<file path="config.mk">
export PLATFORM = sky130hd
export DESIGN_NAME = dsd_decoder
export DESIGN_NICKNAME = d
export VERILOG_FILES = /design/src/logic/dsd_pkg.sv /design/src/logic/dsd_cls_if.sv /design/src/logic/dsd_classify.sv /design/src/logic/dsd_decoder.sv
export SDC_FILE = /design/constraint.sdc
export NUM_CORES = 1
export LEC_CHECK = 0
export ABC_AREA = 0
export BUFFER_PORTS_ARGS = -buffer_cell sky130_fd_sc_hd__buf_2
export CELL_PAD_IN_SITES_DETAIL_PLACEMENT = 0
export CELL_PAD_IN_SITES_GLOBAL_PLACEMENT = 2
export CORE_MARGIN = 1.5
export CORE_UTILIZATION = 36
export CTS_CLUSTER_SIZE = 28
export DETAILED_ROUTE_END_ITERATION = 6
export GPL_TIMING_DRIVEN = 0
export PLACE_DENSITY = 0.93
export SLEW_MARGIN = 20
export SYNTH_ARGS = -nofsm -noshare
export SYNTH_HDL_FRONTEND = slang
export SYNTH_HIERARCHICAL = 1
export SYNTH_SLANG_ARGS = --single-unit
</file>
<file path="constraint.sdc">
create_clock -name sys_clk -period 11.6 [get_ports sys_clk]
set_clock_uncertainty 0.15 [all_clocks]
set_input_delay 3.48 -clock sys_clk [delete_from_list [all_inputs] [get_ports sys_clk]]
set_output_delay 3.48 -clock sys_clk [all_outputs]
set_load 0.005 [all_outputs]
</file>
<file path="src/logic/dsd_pkg.sv">
// Purpose: shared constants and types for the instruction decoder
// Assumes: 16-bit instruction words, one clock domain
// Notes:   opcode patterns are compared against masked first words
package dsd_pkg;

  // ----------------------------------------------------------------
  // word geometry
  // ----------------------------------------------------------------
  localparam int WORD_W  = 16;
  localparam int PC_W    = 16;
  localparam int CYC_W   = 3;
  localparam int WRD_W   = 2;

  // ----------------------------------------------------------------
  // reset values
  // ----------------------------------------------------------------
  localparam logic [PC_W-1:0] PC_RESET     = 16'h0000;
  localparam logic            STATUS_RESET = 1'b0;
  localparam logic [CYC_W-1:0] STALL_RESET = 3'h0;

  // ----------------------------------------------------------------
  // field positions within the first word
  // ----------------------------------------------------------------
  localparam int ADDR_LSB   = 0;   // operand_address_field, 8 bits
  localparam int ADDR_W     = 8;
  localparam int SHIFT4_LSB = 8;   // shift_count_field of the sub form
  localparam int SHIFT4_LONG_LSB = 0; // shift of the long subtract
  localparam int SHIFT3_LSB = 8;   // 3-bit shift of the stores
  localparam int COND_W     = 10;  // 11TP condition field, low 10 bits

  // ----------------------------------------------------------------
  // cycle counts per instruction
  // ----------------------------------------------------------------
  localparam logic [CYC_W-1:0] CYC_ONE       = 3'h1;
  localparam logic [CYC_W-1:0] CYC_TWO       = 3'h2;
  localparam logic [CYC_W-1:0] CYC_RET_TAKEN = 3'h4;
  localparam logic [CYC_W-1:0] CYC_RET_SKIP  = 3'h2;
  localparam logic [WRD_W-1:0] WORDS_ONE     = 2'h1;
  localparam logic [WRD_W-1:0] WORDS_TWO     = 2'h2;

  // ----------------------------------------------------------------
  // status-set selector nibble
  // ----------------------------------------------------------------
  localparam logic [3:0] SEL_BLOCK_PROG = 4'h5;
  localparam logic [3:0] SEL_INT_OFF    = 4'h1;
  localparam logic [3:0] SEL_OVF_MODE   = 4'h3;
  localparam logic [3:0] SEL_TEST_CTRL  = 4'hb;
  localparam logic [3:0] SEL_SIGN_EXT   = 4'h7;
  localparam logic [3:0] SEL_CARRY      = 4'hf;
  localparam logic [3:0] SEL_EXT_FLAG   = 4'hd;

  // ----------------------------------------------------------------
  // decoded operations
  // ----------------------------------------------------------------
  typedef enum logic [4:0] {
    OP_UNKNOWN            = 5'h00,
    OP_STACK_POP_TO_ACC   = 5'h01,
    OP_STACK_POP_TO_MEM   = 5'h02,
    OP_MEM_PUSH_TO_STACK  = 5'h03,
    OP_ACC_PUSH_TO_STACK  = 5'h04,
    OP_CONDITIONAL_RETURN = 5'h05,
    OP_REPEAT_IMM_COUNT   = 5'h06,
    OP_REPEAT_MEM_COUNT   = 5'h07,
    OP_ACC_HIGH_STORE     = 5'h08,
    OP_ACC_LOW_STORE      = 5'h09,
    OP_AUX_REG_MINUS_IMM  = 5'h0a,
    OP_STATUS_BIT_SET     = 5'h0b,
    OP_PRODUCT_SUBTRACT   = 5'h0c,
    OP_PRODUCT_SHIFT_MODE = 5'h0d,
    OP_SQUARE_THEN_SUB    = 5'h0e,
    OP_LONG_CONST_STORE   = 5'h0f,
    OP_MINUS_LONG_IMM     = 5'h10,
    OP_MINUS_MEM_SHIFT    = 5'h11,
    OP_MINUS_SHORT_IMM    = 5'h12,
    OP_MINUS_WITH_BORROW  = 5'h13,
    OP_MINUS_LOW_UNSIGNED = 5'h14,
    OP_MINUS_VAR_SHIFT    = 5'h15
  } dsd_op_t;

  // decoder sequencing states
  typedef enum logic [1:0] {
    ST_FIRST  = 2'b00,
    ST_SECOND = 2'b01,
    ST_STALL  = 2'b10
  } dsd_state_t;

endpackage : dsd_pkg

</file>
<file path="src/logic/dsd_cls_if.sv">
// Purpose: carrier between the sequencer and the opcode classifier
// Assumes: purely combinational path
// Notes:   word in, operation and counts out
`timescale 1ns/1ps
interface dsd_cls_if;
  import dsd_pkg::*;
  logic [WORD_W-1:0] word;
  dsd_op_t           op;
  logic [WRD_W-1:0]  words;
  logic              is_return;
  modport seq (output word, input op, words, is_return);
  modport cls (input word, output op, words, is_return);
endinterface : dsd_cls_if

</file>
<file path="src/logic/dsd_classify.sv">
// Purpose: map a first instruction word onto an operation and word count
// Assumes: word is stable for the cycle it is examined
// Notes:   unassigned encodings give the unknown operation
`timescale 1ns/1ps
module dsd_classify (
  // classifier side of the carrier
  dsd_cls_if.cls cls
);
  import dsd_pkg::*;

  // ----------------------------------------------------------------
  // pattern match, most specific first
  // ----------------------------------------------------------------
  always_comb begin
    logic [WORD_W-1:0] w;
    w = cls.word;
    cls.op = OP_UNKNOWN;
    casez (w)
      16'hbe32:          cls.op = OP_STACK_POP_TO_ACC;
      16'hbe3c:          cls.op = OP_ACC_PUSH_TO_STACK;
      16'hbe05:          cls.op = OP_PRODUCT_SUBTRACT;
      16'b1011_1110_0100_????: begin
        if (w[3:0] == SEL_BLOCK_PROG || w[3:0] == SEL_INT_OFF ||
            w[3:0] == SEL_OVF_MODE   || w[3:0] == SEL_TEST_CTRL ||
            w[3:0] == SEL_SIGN_EXT   || w[3:0] == SEL_CARRY ||
            w[3:0] == SEL_EXT_FLAG)
          cls.op = OP_STATUS_BIT_SET;
      end
      16'b1011_1111_1010_????: cls.op = OP_MINUS_LONG_IMM;
      16'b1011_1111_????_????: cls.op = OP_PRODUCT_SHIFT_MODE;
      16'b1000_1010_????_????: cls.op = OP_STACK_POP_TO_MEM;
      16'b0111_0110_????_????: cls.op = OP_MEM_PUSH_TO_STACK;
      16'b1110_11??_????_????: cls.op = OP_CONDITIONAL_RETURN;
      16'b1011_1011_????_????: cls.op = OP_REPEAT_IMM_COUNT;
      16'b0000_1011_????_????: cls.op = OP_REPEAT_MEM_COUNT;
      16'b1001_1???_????_????: cls.op = OP_ACC_HIGH_STORE;
      16'b1001_0???_????_????: cls.op = OP_ACC_LOW_STORE;
      16'b0111_1100_????_????: cls.op = OP_AUX_REG_MINUS_IMM;
      16'b0101_0011_????_????: cls.op = OP_SQUARE_THEN_SUB;
      16'b1010_1110_????_????: cls.op = OP_LONG_CONST_STORE;
      16'b0011_????_????_????: cls.op = OP_MINUS_MEM_SHIFT;
      16'b1011_1010_????_????: cls.op = OP_MINUS_SHORT_IMM;
      16'b0110_0100_????_????: cls.op = OP_MINUS_WITH_BORROW;
      16'b0110_0110_????_????: cls.op = OP_MINUS_LOW_UNSIGNED;
      16'b0110_0111_????_????: cls.op = OP_MINUS_VAR_SHIFT;
      default:           cls.op = OP_UNKNOWN;
    endcase
  end

  // ----------------------------------------------------------------
  // word count and return flag
  // ----------------------------------------------------------------
  // only the two constant-carrying forms occupy a second word
  assign cls.words = (cls.op == OP_LONG_CONST_STORE ||
                      cls.op == OP_MINUS_LONG_IMM) ? WORDS_TWO : WORDS_ONE;
  assign cls.is_return = (cls.op == OP_CONDITIONAL_RETURN);

endmodule : dsd_classify

</file>
<file path="src/logic/dsd_decoder.sv">
// Purpose: instruction decoder for stack, repeat, store, status-set
//          and subtract operations of a 16-bit fixed-point processor
// Assumes: program memory and datapath share sys_clk
// Notes:   one decoded operation is issued per instruction, then the
//          word port is held off for the rest of its cycle count
//
// Functional notes
// - pattern be32 moves top of stack into low accumulator half.
// - upper byte 8a plus address pops stack into data memory.
// - upper byte 76 plus address pushes data-memory word onto stack.
// - pattern be3c pushes low accumulator half onto the stack.
// - upper bits 111011 conditional return; four cycles taken, two not.
// - upper byte bb repeats next instruction by immediate 8-bit count.
// - upper byte 0b repeats next instruction, count from data memory.
// - nibble 1001 then 1 and shift stores shifted high accumulator.
// - nibble 1001 then 0 and shift stores shifted low accumulator.
// - upper byte 7c subtracts immediate from current auxiliary register.
// - be4x with one of seven selector nibbles sets the status bit it chooses.
// - pattern be4d drives the external flag output high.
// - pattern be05 subtracts product register from accumulator.
// - upper byte bf single-word form selects product shift mode.
// - upper byte 53 squares operand, subtracts previous product.
// - upper byte ae plus constant word stores constant; two words, cycles.
// - bfa plus shift and constant word subtracts shifted constant.
// - nibble 0011 with shift and address subtracts shifted operand.
// - upper byte ba subtracts short immediate from accumulator.
// - upper byte 64 subtracts operand and inverted carry as borrow.
// - upper byte 66 subtracts from low half, sign extension off.
// - upper byte 67 subtracts operand shifted by multiplicand register.
`timescale 1ns/1ps
module dsd_decoder (
  // clock and reset
  input  wire logic                    sys_clk,
  input  wire logic                    reset_n,
  // program memory word stream
  input  wire logic [dsd_pkg::WORD_W-1:0] pm_word,
  input  wire logic                    pm_valid,
  output logic                         pm_ready,
  output logic [dsd_pkg::PC_W-1:0]     pc_out,
  // condition result from the datapath
  input  wire logic                    cond_met,
  // decoded operation to the datapath
  output logic                         dec_valid,
  output dsd_pkg::dsd_op_t             dec_op,
  output logic [dsd_pkg::WORD_W-1:0]   dec_word,
  output logic [dsd_pkg::ADDR_W-1:0]   dec_addr,
  output logic [3:0]                   dec_shift,
  output logic [dsd_pkg::COND_W-1:0]   dec_cond,
  output logic [dsd_pkg::WORD_W-1:0]   dec_const,
  output logic [dsd_pkg::WRD_W-1:0]    dec_words,
  output logic [dsd_pkg::CYC_W-1:0]    dec_cycles,
  output logic                         dec_ret_taken,
  output logic                         dec_unknown,
  // status bits and pin
  output logic                         st_block_prog,
  output logic                         st_int_off,
  output logic                         st_ovf_mode,
  output logic                         st_test_ctrl,
  output logic                         st_sign_ext,
  output logic                         st_carry,
  output logic                         external_flag_pin
);
  import dsd_pkg::*;

  // --------
  // state and registers
  // --------
  dsd_state_t          state_r;
  logic [WORD_W-1:0]   first_r;      // first word held across fetches
  logic [CYC_W-1:0]    stall_r;      // cycles left of the current op
  logic [PC_W-1:0]     pc_r;
  logic                dec_valid_r;
  dsd_op_t             dec_op_r;
  logic [WORD_W-1:0]   dec_word_r;
  logic [ADDR_W-1:0]   dec_addr_r;
  logic [3:0]          dec_shift_r;
  logic [COND_W-1:0]   dec_cond_r;
  logic [WORD_W-1:0]   dec_const_r;
  logic [WRD_W-1:0]    dec_words_r;
  logic [CYC_W-1:0]    dec_cycles_r;
  logic                dec_ret_r;
  logic [6:0]          status_r;     // six status bits plus flag pin

  // --------
  // classifier
  // --------
  dsd_cls_if cls_bus ();

  // second fetch re-examines the held first word, not the constant
  assign cls_bus.word = (state_r == ST_SECOND) ? first_r : pm_word;

  dsd_classify u_classify (
    .cls (cls_bus.cls)
  );

  // --------
  // handshake and issue conditions
  // --------
  logic take;
  logic issue;
  logic [WORD_W-1:0] iss_word;
  logic [CYC_W-1:0]  iss_cycles;
  logic [CYC_W-1:0]  iss_stall;

  assign pm_ready = (state_r == ST_FIRST) || (state_r == ST_SECOND);
  assign take     = pm_valid && pm_ready;
  // one-word ops issue on the first fetch, two-word ops on the second
  assign issue    = take && ((state_r == ST_SECOND) ||
                             (cls_bus.words == WORDS_ONE));
  assign iss_word = (state_r == ST_SECOND) ? first_r : pm_word;

  // cycle count: return depends on the condition sampled at issue
  always_comb begin
    iss_cycles = CYC_ONE;
    if (cls_bus.is_return) begin
      iss_cycles = cond_met ? CYC_RET_TAKEN : CYC_RET_SKIP;
    end else if (cls_bus.words == WORDS_TWO) begin
      iss_cycles = CYC_TWO;
    end
  end

  // fetch cycles already spent count toward the instruction's cycles
  assign iss_stall = iss_cycles - {1'b0, cls_bus.words};

  // --------
  // sequencer
  // --------
  always_ff @(posedge sys_clk or negedge reset_n) begin
    if (!reset_n) begin
      state_r <= ST_FIRST;
      stall_r <= STALL_RESET;
      first_r <= '0;
    end else begin
      case (state_r)
        ST_FIRST: begin
          if (take) begin
            first_r <= pm_word;
            if (cls_bus.words == WORDS_TWO) begin
              state_r <= ST_SECOND;
            end else if (iss_stall != STALL_RESET) begin
              state_r <= ST_STALL;
              stall_r <= iss_stall;
            end
          end
        end
        ST_SECOND: begin
          if (take) begin
            if (iss_stall != STALL_RESET) begin
              state_r <= ST_STALL;
              stall_r <= iss_stall;
            end else begin
              state_r <= ST_FIRST;
            end
          end
        end
        ST_STALL: begin
          // hold the word port off until the op's cycles are used up
          stall_r <= stall_r - CYC_ONE;
          if (stall_r == CYC_ONE) begin
            state_r <= ST_FIRST;
          end
        end
        default: begin
          state_r <= ST_FIRST;
        end
      endcase
    end
  end

  // --------
  // program counter
  // --------
  // every accepted word advances it, so two-word ops skip the constant
  always_ff @(posedge sys_clk or negedge reset_n) begin
    if (!reset_n) begin
      pc_r <= PC_RESET;
    end else if (take) begin
      pc_r <= pc_r + 16'h0001;
    end
  end

  // --------
  // decoded operation outputs
  // --------
  always_ff @(posedge sys_clk or negedge reset_n) begin
    if (!reset_n) begin
      dec_valid_r  <= 1'b0;
      dec_op_r     <= OP_UNKNOWN;
      dec_word_r   <= '0;
      dec_addr_r   <= '0;
      dec_shift_r  <= 4'h0;
      dec_cond_r   <= '0;
      dec_const_r  <= '0;
      dec_words_r  <= '0;
      dec_cycles_r <= '0;
      dec_ret_r    <= 1'b0;
    end else begin
      dec_valid_r <= issue;
      if (issue) begin
        dec_op_r     <= cls_bus.op;
        dec_word_r   <= iss_word;
        dec_addr_r   <= iss_word[ADDR_LSB +: ADDR_W];
        dec_cond_r   <= iss_word[COND_W-1:0];
        dec_words_r  <= cls_bus.words;
        dec_cycles_r <= iss_cycles;
        dec_ret_r    <= cls_bus.is_return && cond_met;
        // constant word only for the two-word forms
        dec_const_r  <= (state_r == ST_SECOND) ? pm_word : '0;
        case (cls_bus.op)
          OP_ACC_HIGH_STORE,
          OP_ACC_LOW_STORE:
            dec_shift_r <= {1'b0, iss_word[SHIFT3_LSB +: 3]};
          OP_MINUS_MEM_SHIFT:
            dec_shift_r <= iss_word[SHIFT4_LSB +: 4];
          OP_MINUS_LONG_IMM:
            dec_shift_r <= iss_word[SHIFT4_LONG_LSB +: 4];
          default:
            dec_shift_r <= 4'h0;
        endcase
      end
    end
  end

  // --------
  // status bits and external flag
  // --------
  // set-only here; clearing forms belong to other decoder slices
  always_ff @(posedge sys_clk or negedge reset_n) begin
    if (!reset_n) begin
      status_r <= {7{STATUS_RESET}};
    end else if (issue && cls_bus.op == OP_STATUS_BIT_SET) begin
      case (iss_word[3:0])
        SEL_BLOCK_PROG: status_r[0] <= 1'b1;
        SEL_INT_OFF:    status_r[1] <= 1'b1;
        SEL_OVF_MODE:   status_r[2] <= 1'b1;
        SEL_TEST_CTRL:  status_r[3] <= 1'b1;
        SEL_SIGN_EXT:   status_r[4] <= 1'b1;
        SEL_CARRY:      status_r[5] <= 1'b1;
        SEL_EXT_FLAG:   status_r[6] <= 1'b1;
        default:        status_r    <= status_r;
      endcase
    end
  end

  // --------
  // output drive
  // --------
  assign pc_out            = pc_r;
  assign dec_valid         = dec_valid_r;
  assign dec_op            = dec_op_r;
  assign dec_word          = dec_word_r;
  assign dec_addr          = dec_addr_r;
  assign dec_shift         = dec_shift_r;
  assign dec_cond          = dec_cond_r;
  assign dec_const         = dec_const_r;
  assign dec_words         = dec_words_r;
  assign dec_cycles        = dec_cycles_r;
  assign dec_ret_taken     = dec_ret_r;
  assign dec_unknown       = dec_valid_r && (dec_op_r == OP_UNKNOWN);
  assign st_block_prog     = status_r[0];
  assign st_int_off        = status_r[1];
  assign st_ovf_mode       = status_r[2];
  assign st_test_ctrl      = status_r[3];
  assign st_sign_ext       = status_r[4];
  assign st_carry          = status_r[5];
  assign external_flag_pin = status_r[6];

endmodule : dsd_decoder

</file>
==> flow_metrics.py <==
metrics = {
    "yosys": {
        "syn-num-nets": 529,
        "syn_avg_cell_area_um2": 9.61,
        "synth_largest_area_cell": "dfrtp_1",
        "syn_inst": 505,
        "synth_top_area_share": 0.469,
        "yosysUniqueCellTypes": 75,
        "ys_seq_elements": 91,
        "synthTopCellsByArea": "dfrtp_1 47%, nand2_1 6.7%, mux2_2 5.3%, buf_4 3.6%, nor2_1 3.6%",
        "ys_warn_count": 6,
        "synth_edf_count": 0,
        "yosysSeqAreaShare": 0.469,
        "async_reset_ff_frac": 1.00,
        "ys.flop_type": "dfrtp_1",
        "syn-cell-area_um2": 4850,
    },
    "placed_design": {
        "dp_hpwl_mm": 9.80,
        "portBuffers": 110,
        "routabilityCongestion": 0.900,
    },
    "power_and_ir_drop": {
        "leakage_nw": 2.98,
        "powerDensity_nw_per_um2": 179,
        "max-vdd-ir-drop_mv": 0.115,
        "finalPower_w": 0.00107,
    },
    "route": {
        "viasPerCell": 5.02,
        "dr.pass1.iters": 4,
        "ant_nets": 0,
        "wire_per_inst_um": 16.0,
        "drt-total-wl_mm": 13.0,
        "drc": 0,
        "num_vias": 4054,
        "drt_iter0_drc": 238,
    },
    "critical_path": {
        "r2r_slack_ns": 6.86,
        "r2r_start": "state_r[1]",
        "crit_chain": "buf_2 -> mux2i_1 -> inv_1 -> nand4_1 -> or4_1 -> o21ai_0 -> nand2_1 -> inv_1 -> nand2b_1 -> mux2i_1 -> fa_1 -> nor3b_1 -> a32o_1 -> nor4_1 -> a311oi_1",
        "r2r_cells": 16,
        "cp-start-kind": "input pin",
        "crit_type": "in2reg",
        "cp.arrival_ns": 7.13,
        "cp-end-kind": "flop",
        "worst-path-buf-inv": 3,
        "worstReg2RegEnd": "stall_r[2]",
        "worstPathMaxFanout": 9,
        "crit_required_ns": 11.70,
        "cpMaxStageDelayCell": "or4_1",
        "crit_path_max_incr_delay_ns": 0.52,
        "critical_path.top_delay_family": "simple AND/OR/NAND/NOR gates",
    },
    "sta": {
        "hold_viol": 0,
        "setup_tns_ns": 0,
        "setup_violations": 0,
        "slew_headroom": 0.544,
        "min_period_ns": 7.04,
        "worst-slew-pin-transition_ns": 0.677,
        "grt_setup_unrepaired": "no",
        "timing.fmax_mhz": 142,
        "period_share": 0.607,
        "drv_slew": 0,
    },
    "clocking": {
        "cts_buffers": 9,
        "post_cts_buffers": 0,
        "ctsResizeCount": 0,
        "cts_buffer_depth": 2,
        "insertion_delay_ns": 0.35,
        "hold_buffers": 0,
        "clock-sinks": 91,
        "clk_pin_slew_ns": 0.06,
        "cts-htree-levels": 3,
        "cts_tree": "yes",
        "cts.root.buffer_cell": "clkbuf_16",
    },
    "global_route": {
        "grt_pass1_wl_mm": 21.5,
        "first_global_vias": 4082,
        "grt_max_degree": 51,
        "grt_overflow": 0,
        "grt_util_all_layers": 0.194,
        "antenna_found_initial": 0,
    },
    "floorplanning": {
        "die-area_um2": 14200,
        "core-area_um2": 13200,
        "die_w_um": 119,
        "initial_core_util": 0.368,
        "num_rows": 42,
        "io_pins": 111,
        "die_h_um": 119,
    },
    "hold_path": {
        "hold_path.class": "reg2reg",
        "whs_endpoint": "dec_const[12]",
        "hold_depth": 2,
        "min-delay-start": "dec_const[12]",
    },
    "final_layout": {
        "drive_above_1_share": 0.321,
        "antenna_cells": 0,
        "fillers": 1304,
        "areaGrowthSynthToFinish_pct": 23.3,
        "fin_nets": 651,
    },
    "job": {
        "cap_viol_max_count": 0,
    },
    "status": {
        "status": "completed",
    },
}
-- worst min-delay path, delay by kind of cell (launching register included) --
family,cells,cell delay [ns]
AND/OR/NAND/NOR,2,0.10
flip-flops,1,0.34
-- synthesized netlist by cell type (7+ instances only) --
cell type  count
buf_2          7
buf_4         23
dfrtp_1       91
inv_1         19
mux2_2        23
mux2i_1       10
nand2_1       86
nand2b_1       9
nand3_1       16
nor2_1        46
o21ai_0       27
xnor2_1       13
-- kinds of logic after synthesis --
group	after synthesis	synth area share
buffers and inverters	61	0.0701
flip-flops	91	0.469
XOR/XNOR	18	0.0325
adder cells (fa/ha/maj)	4	0.0119
AO/OA/AOI/OAI	75	0.103
AND/OR/NAND/NOR	221	0.234
multiplexers	35	0.0792
-- worst max path at each step --
stage | slack (ns) | to | from | cells after the start
2_1_floorplan | 5.10 | stall_r[2] | pm_word[13] | 14
3_3_place_gp | 4.32 | stall_r[2] | pm_word[10] | 15
3_5_place_dp | 4.25 | stall_r[2] | pm_word[10] | 15
4_1_cts | 4.60 | stall_r[2] | pm_word[10] | 15
5_1_grt | 4.22 | stall_r[2] | pm_word[10] | 15
6_report | 4.56 | stall_r[2] | pm_word[10] | 15
-- report_power, final --
group	total, W	leakage (nW)	switching, W	internal [W]
Sequential	0.000450	1.15	0.0000594	0.000391
Clock	0.000325	0.162	0.000128	0.000196
Combinational	0.000298	1.67	0.000143	0.000155
-- routing by layer --
metal / track usage / vias up / share of wire
li1: - / 1971 / -
met1: 0.248 / 1941 / 0.45
met2: 0.320 / 124 / 0.48
met3: 0.0589 / 18 / 0.060
met4: 0.0535 / 0 / 0.014
met5: 0 / - / 0
-- registers in the layout (all words and copies together) (netlist names) --
register    count
dec_const      16
dec_word       16
first_r        16
pc_out         16
status_r        7
dec_op          5
dec_shift       4
dec_cycles      3
stall_r         3
dec_words       2
state_r         2
dec_valid       1
-- cell type report --
| type | instances | area (um2) | share of cell area |
|---|---|---|---|
| Inverter | 22 | 82.6 | 0.0138 |
| Clock inverter | 5 | 85.1 | 0.0142 |
| Sequential cell | 91 | 2280 | 0.381 |
| Tap cell | 176 | 220 | 0.0368 |
| Multi-Input combinational cell | 353 | 2230 | 0.373 |
| Clock buffer | 11 | 243 | 0.0406 |
| Buffer | 39 | 258 | 0.0431 |
| Timing Repair Buffer | 111 | 584 | 0.0976 |
-- through the flow --
step,worst slack (ns),hold slack [ns],instances,area [um2],utilization
floorplan,5.10,0.301,505,4850,-
global placement,4.32,0.304,791,5620,0.426
detailed placement,4.25,0.307,792,5660,0.429
CTS,4.60,0.323,808,5980,0.454
global route,4.22,0.327,808,5980,0.454
finish,4.56,0.319,808,5980,0.454
-- cell usage in the layout, fill, tap and decap left out, types with 5 or more instances in the layout --
cell	n
nor2_1	46
dfrtp_1	91
a21oi_1	5
xor2_1	5
xnor2_1	13
inv_1	19
nand2_1	86
o21ai_0	27
buf_4	23
nand2b_1	9
clkbuf_1	7
buf_2	116
clkbuf_16	9
and3_1	6
nor2b_1	5
nor4_1	5
mux2i_1	10
mux2_2	23
nand3_1	16
nand3b_1	5
No activity file was read; power rests on OpenSTA's default activity.
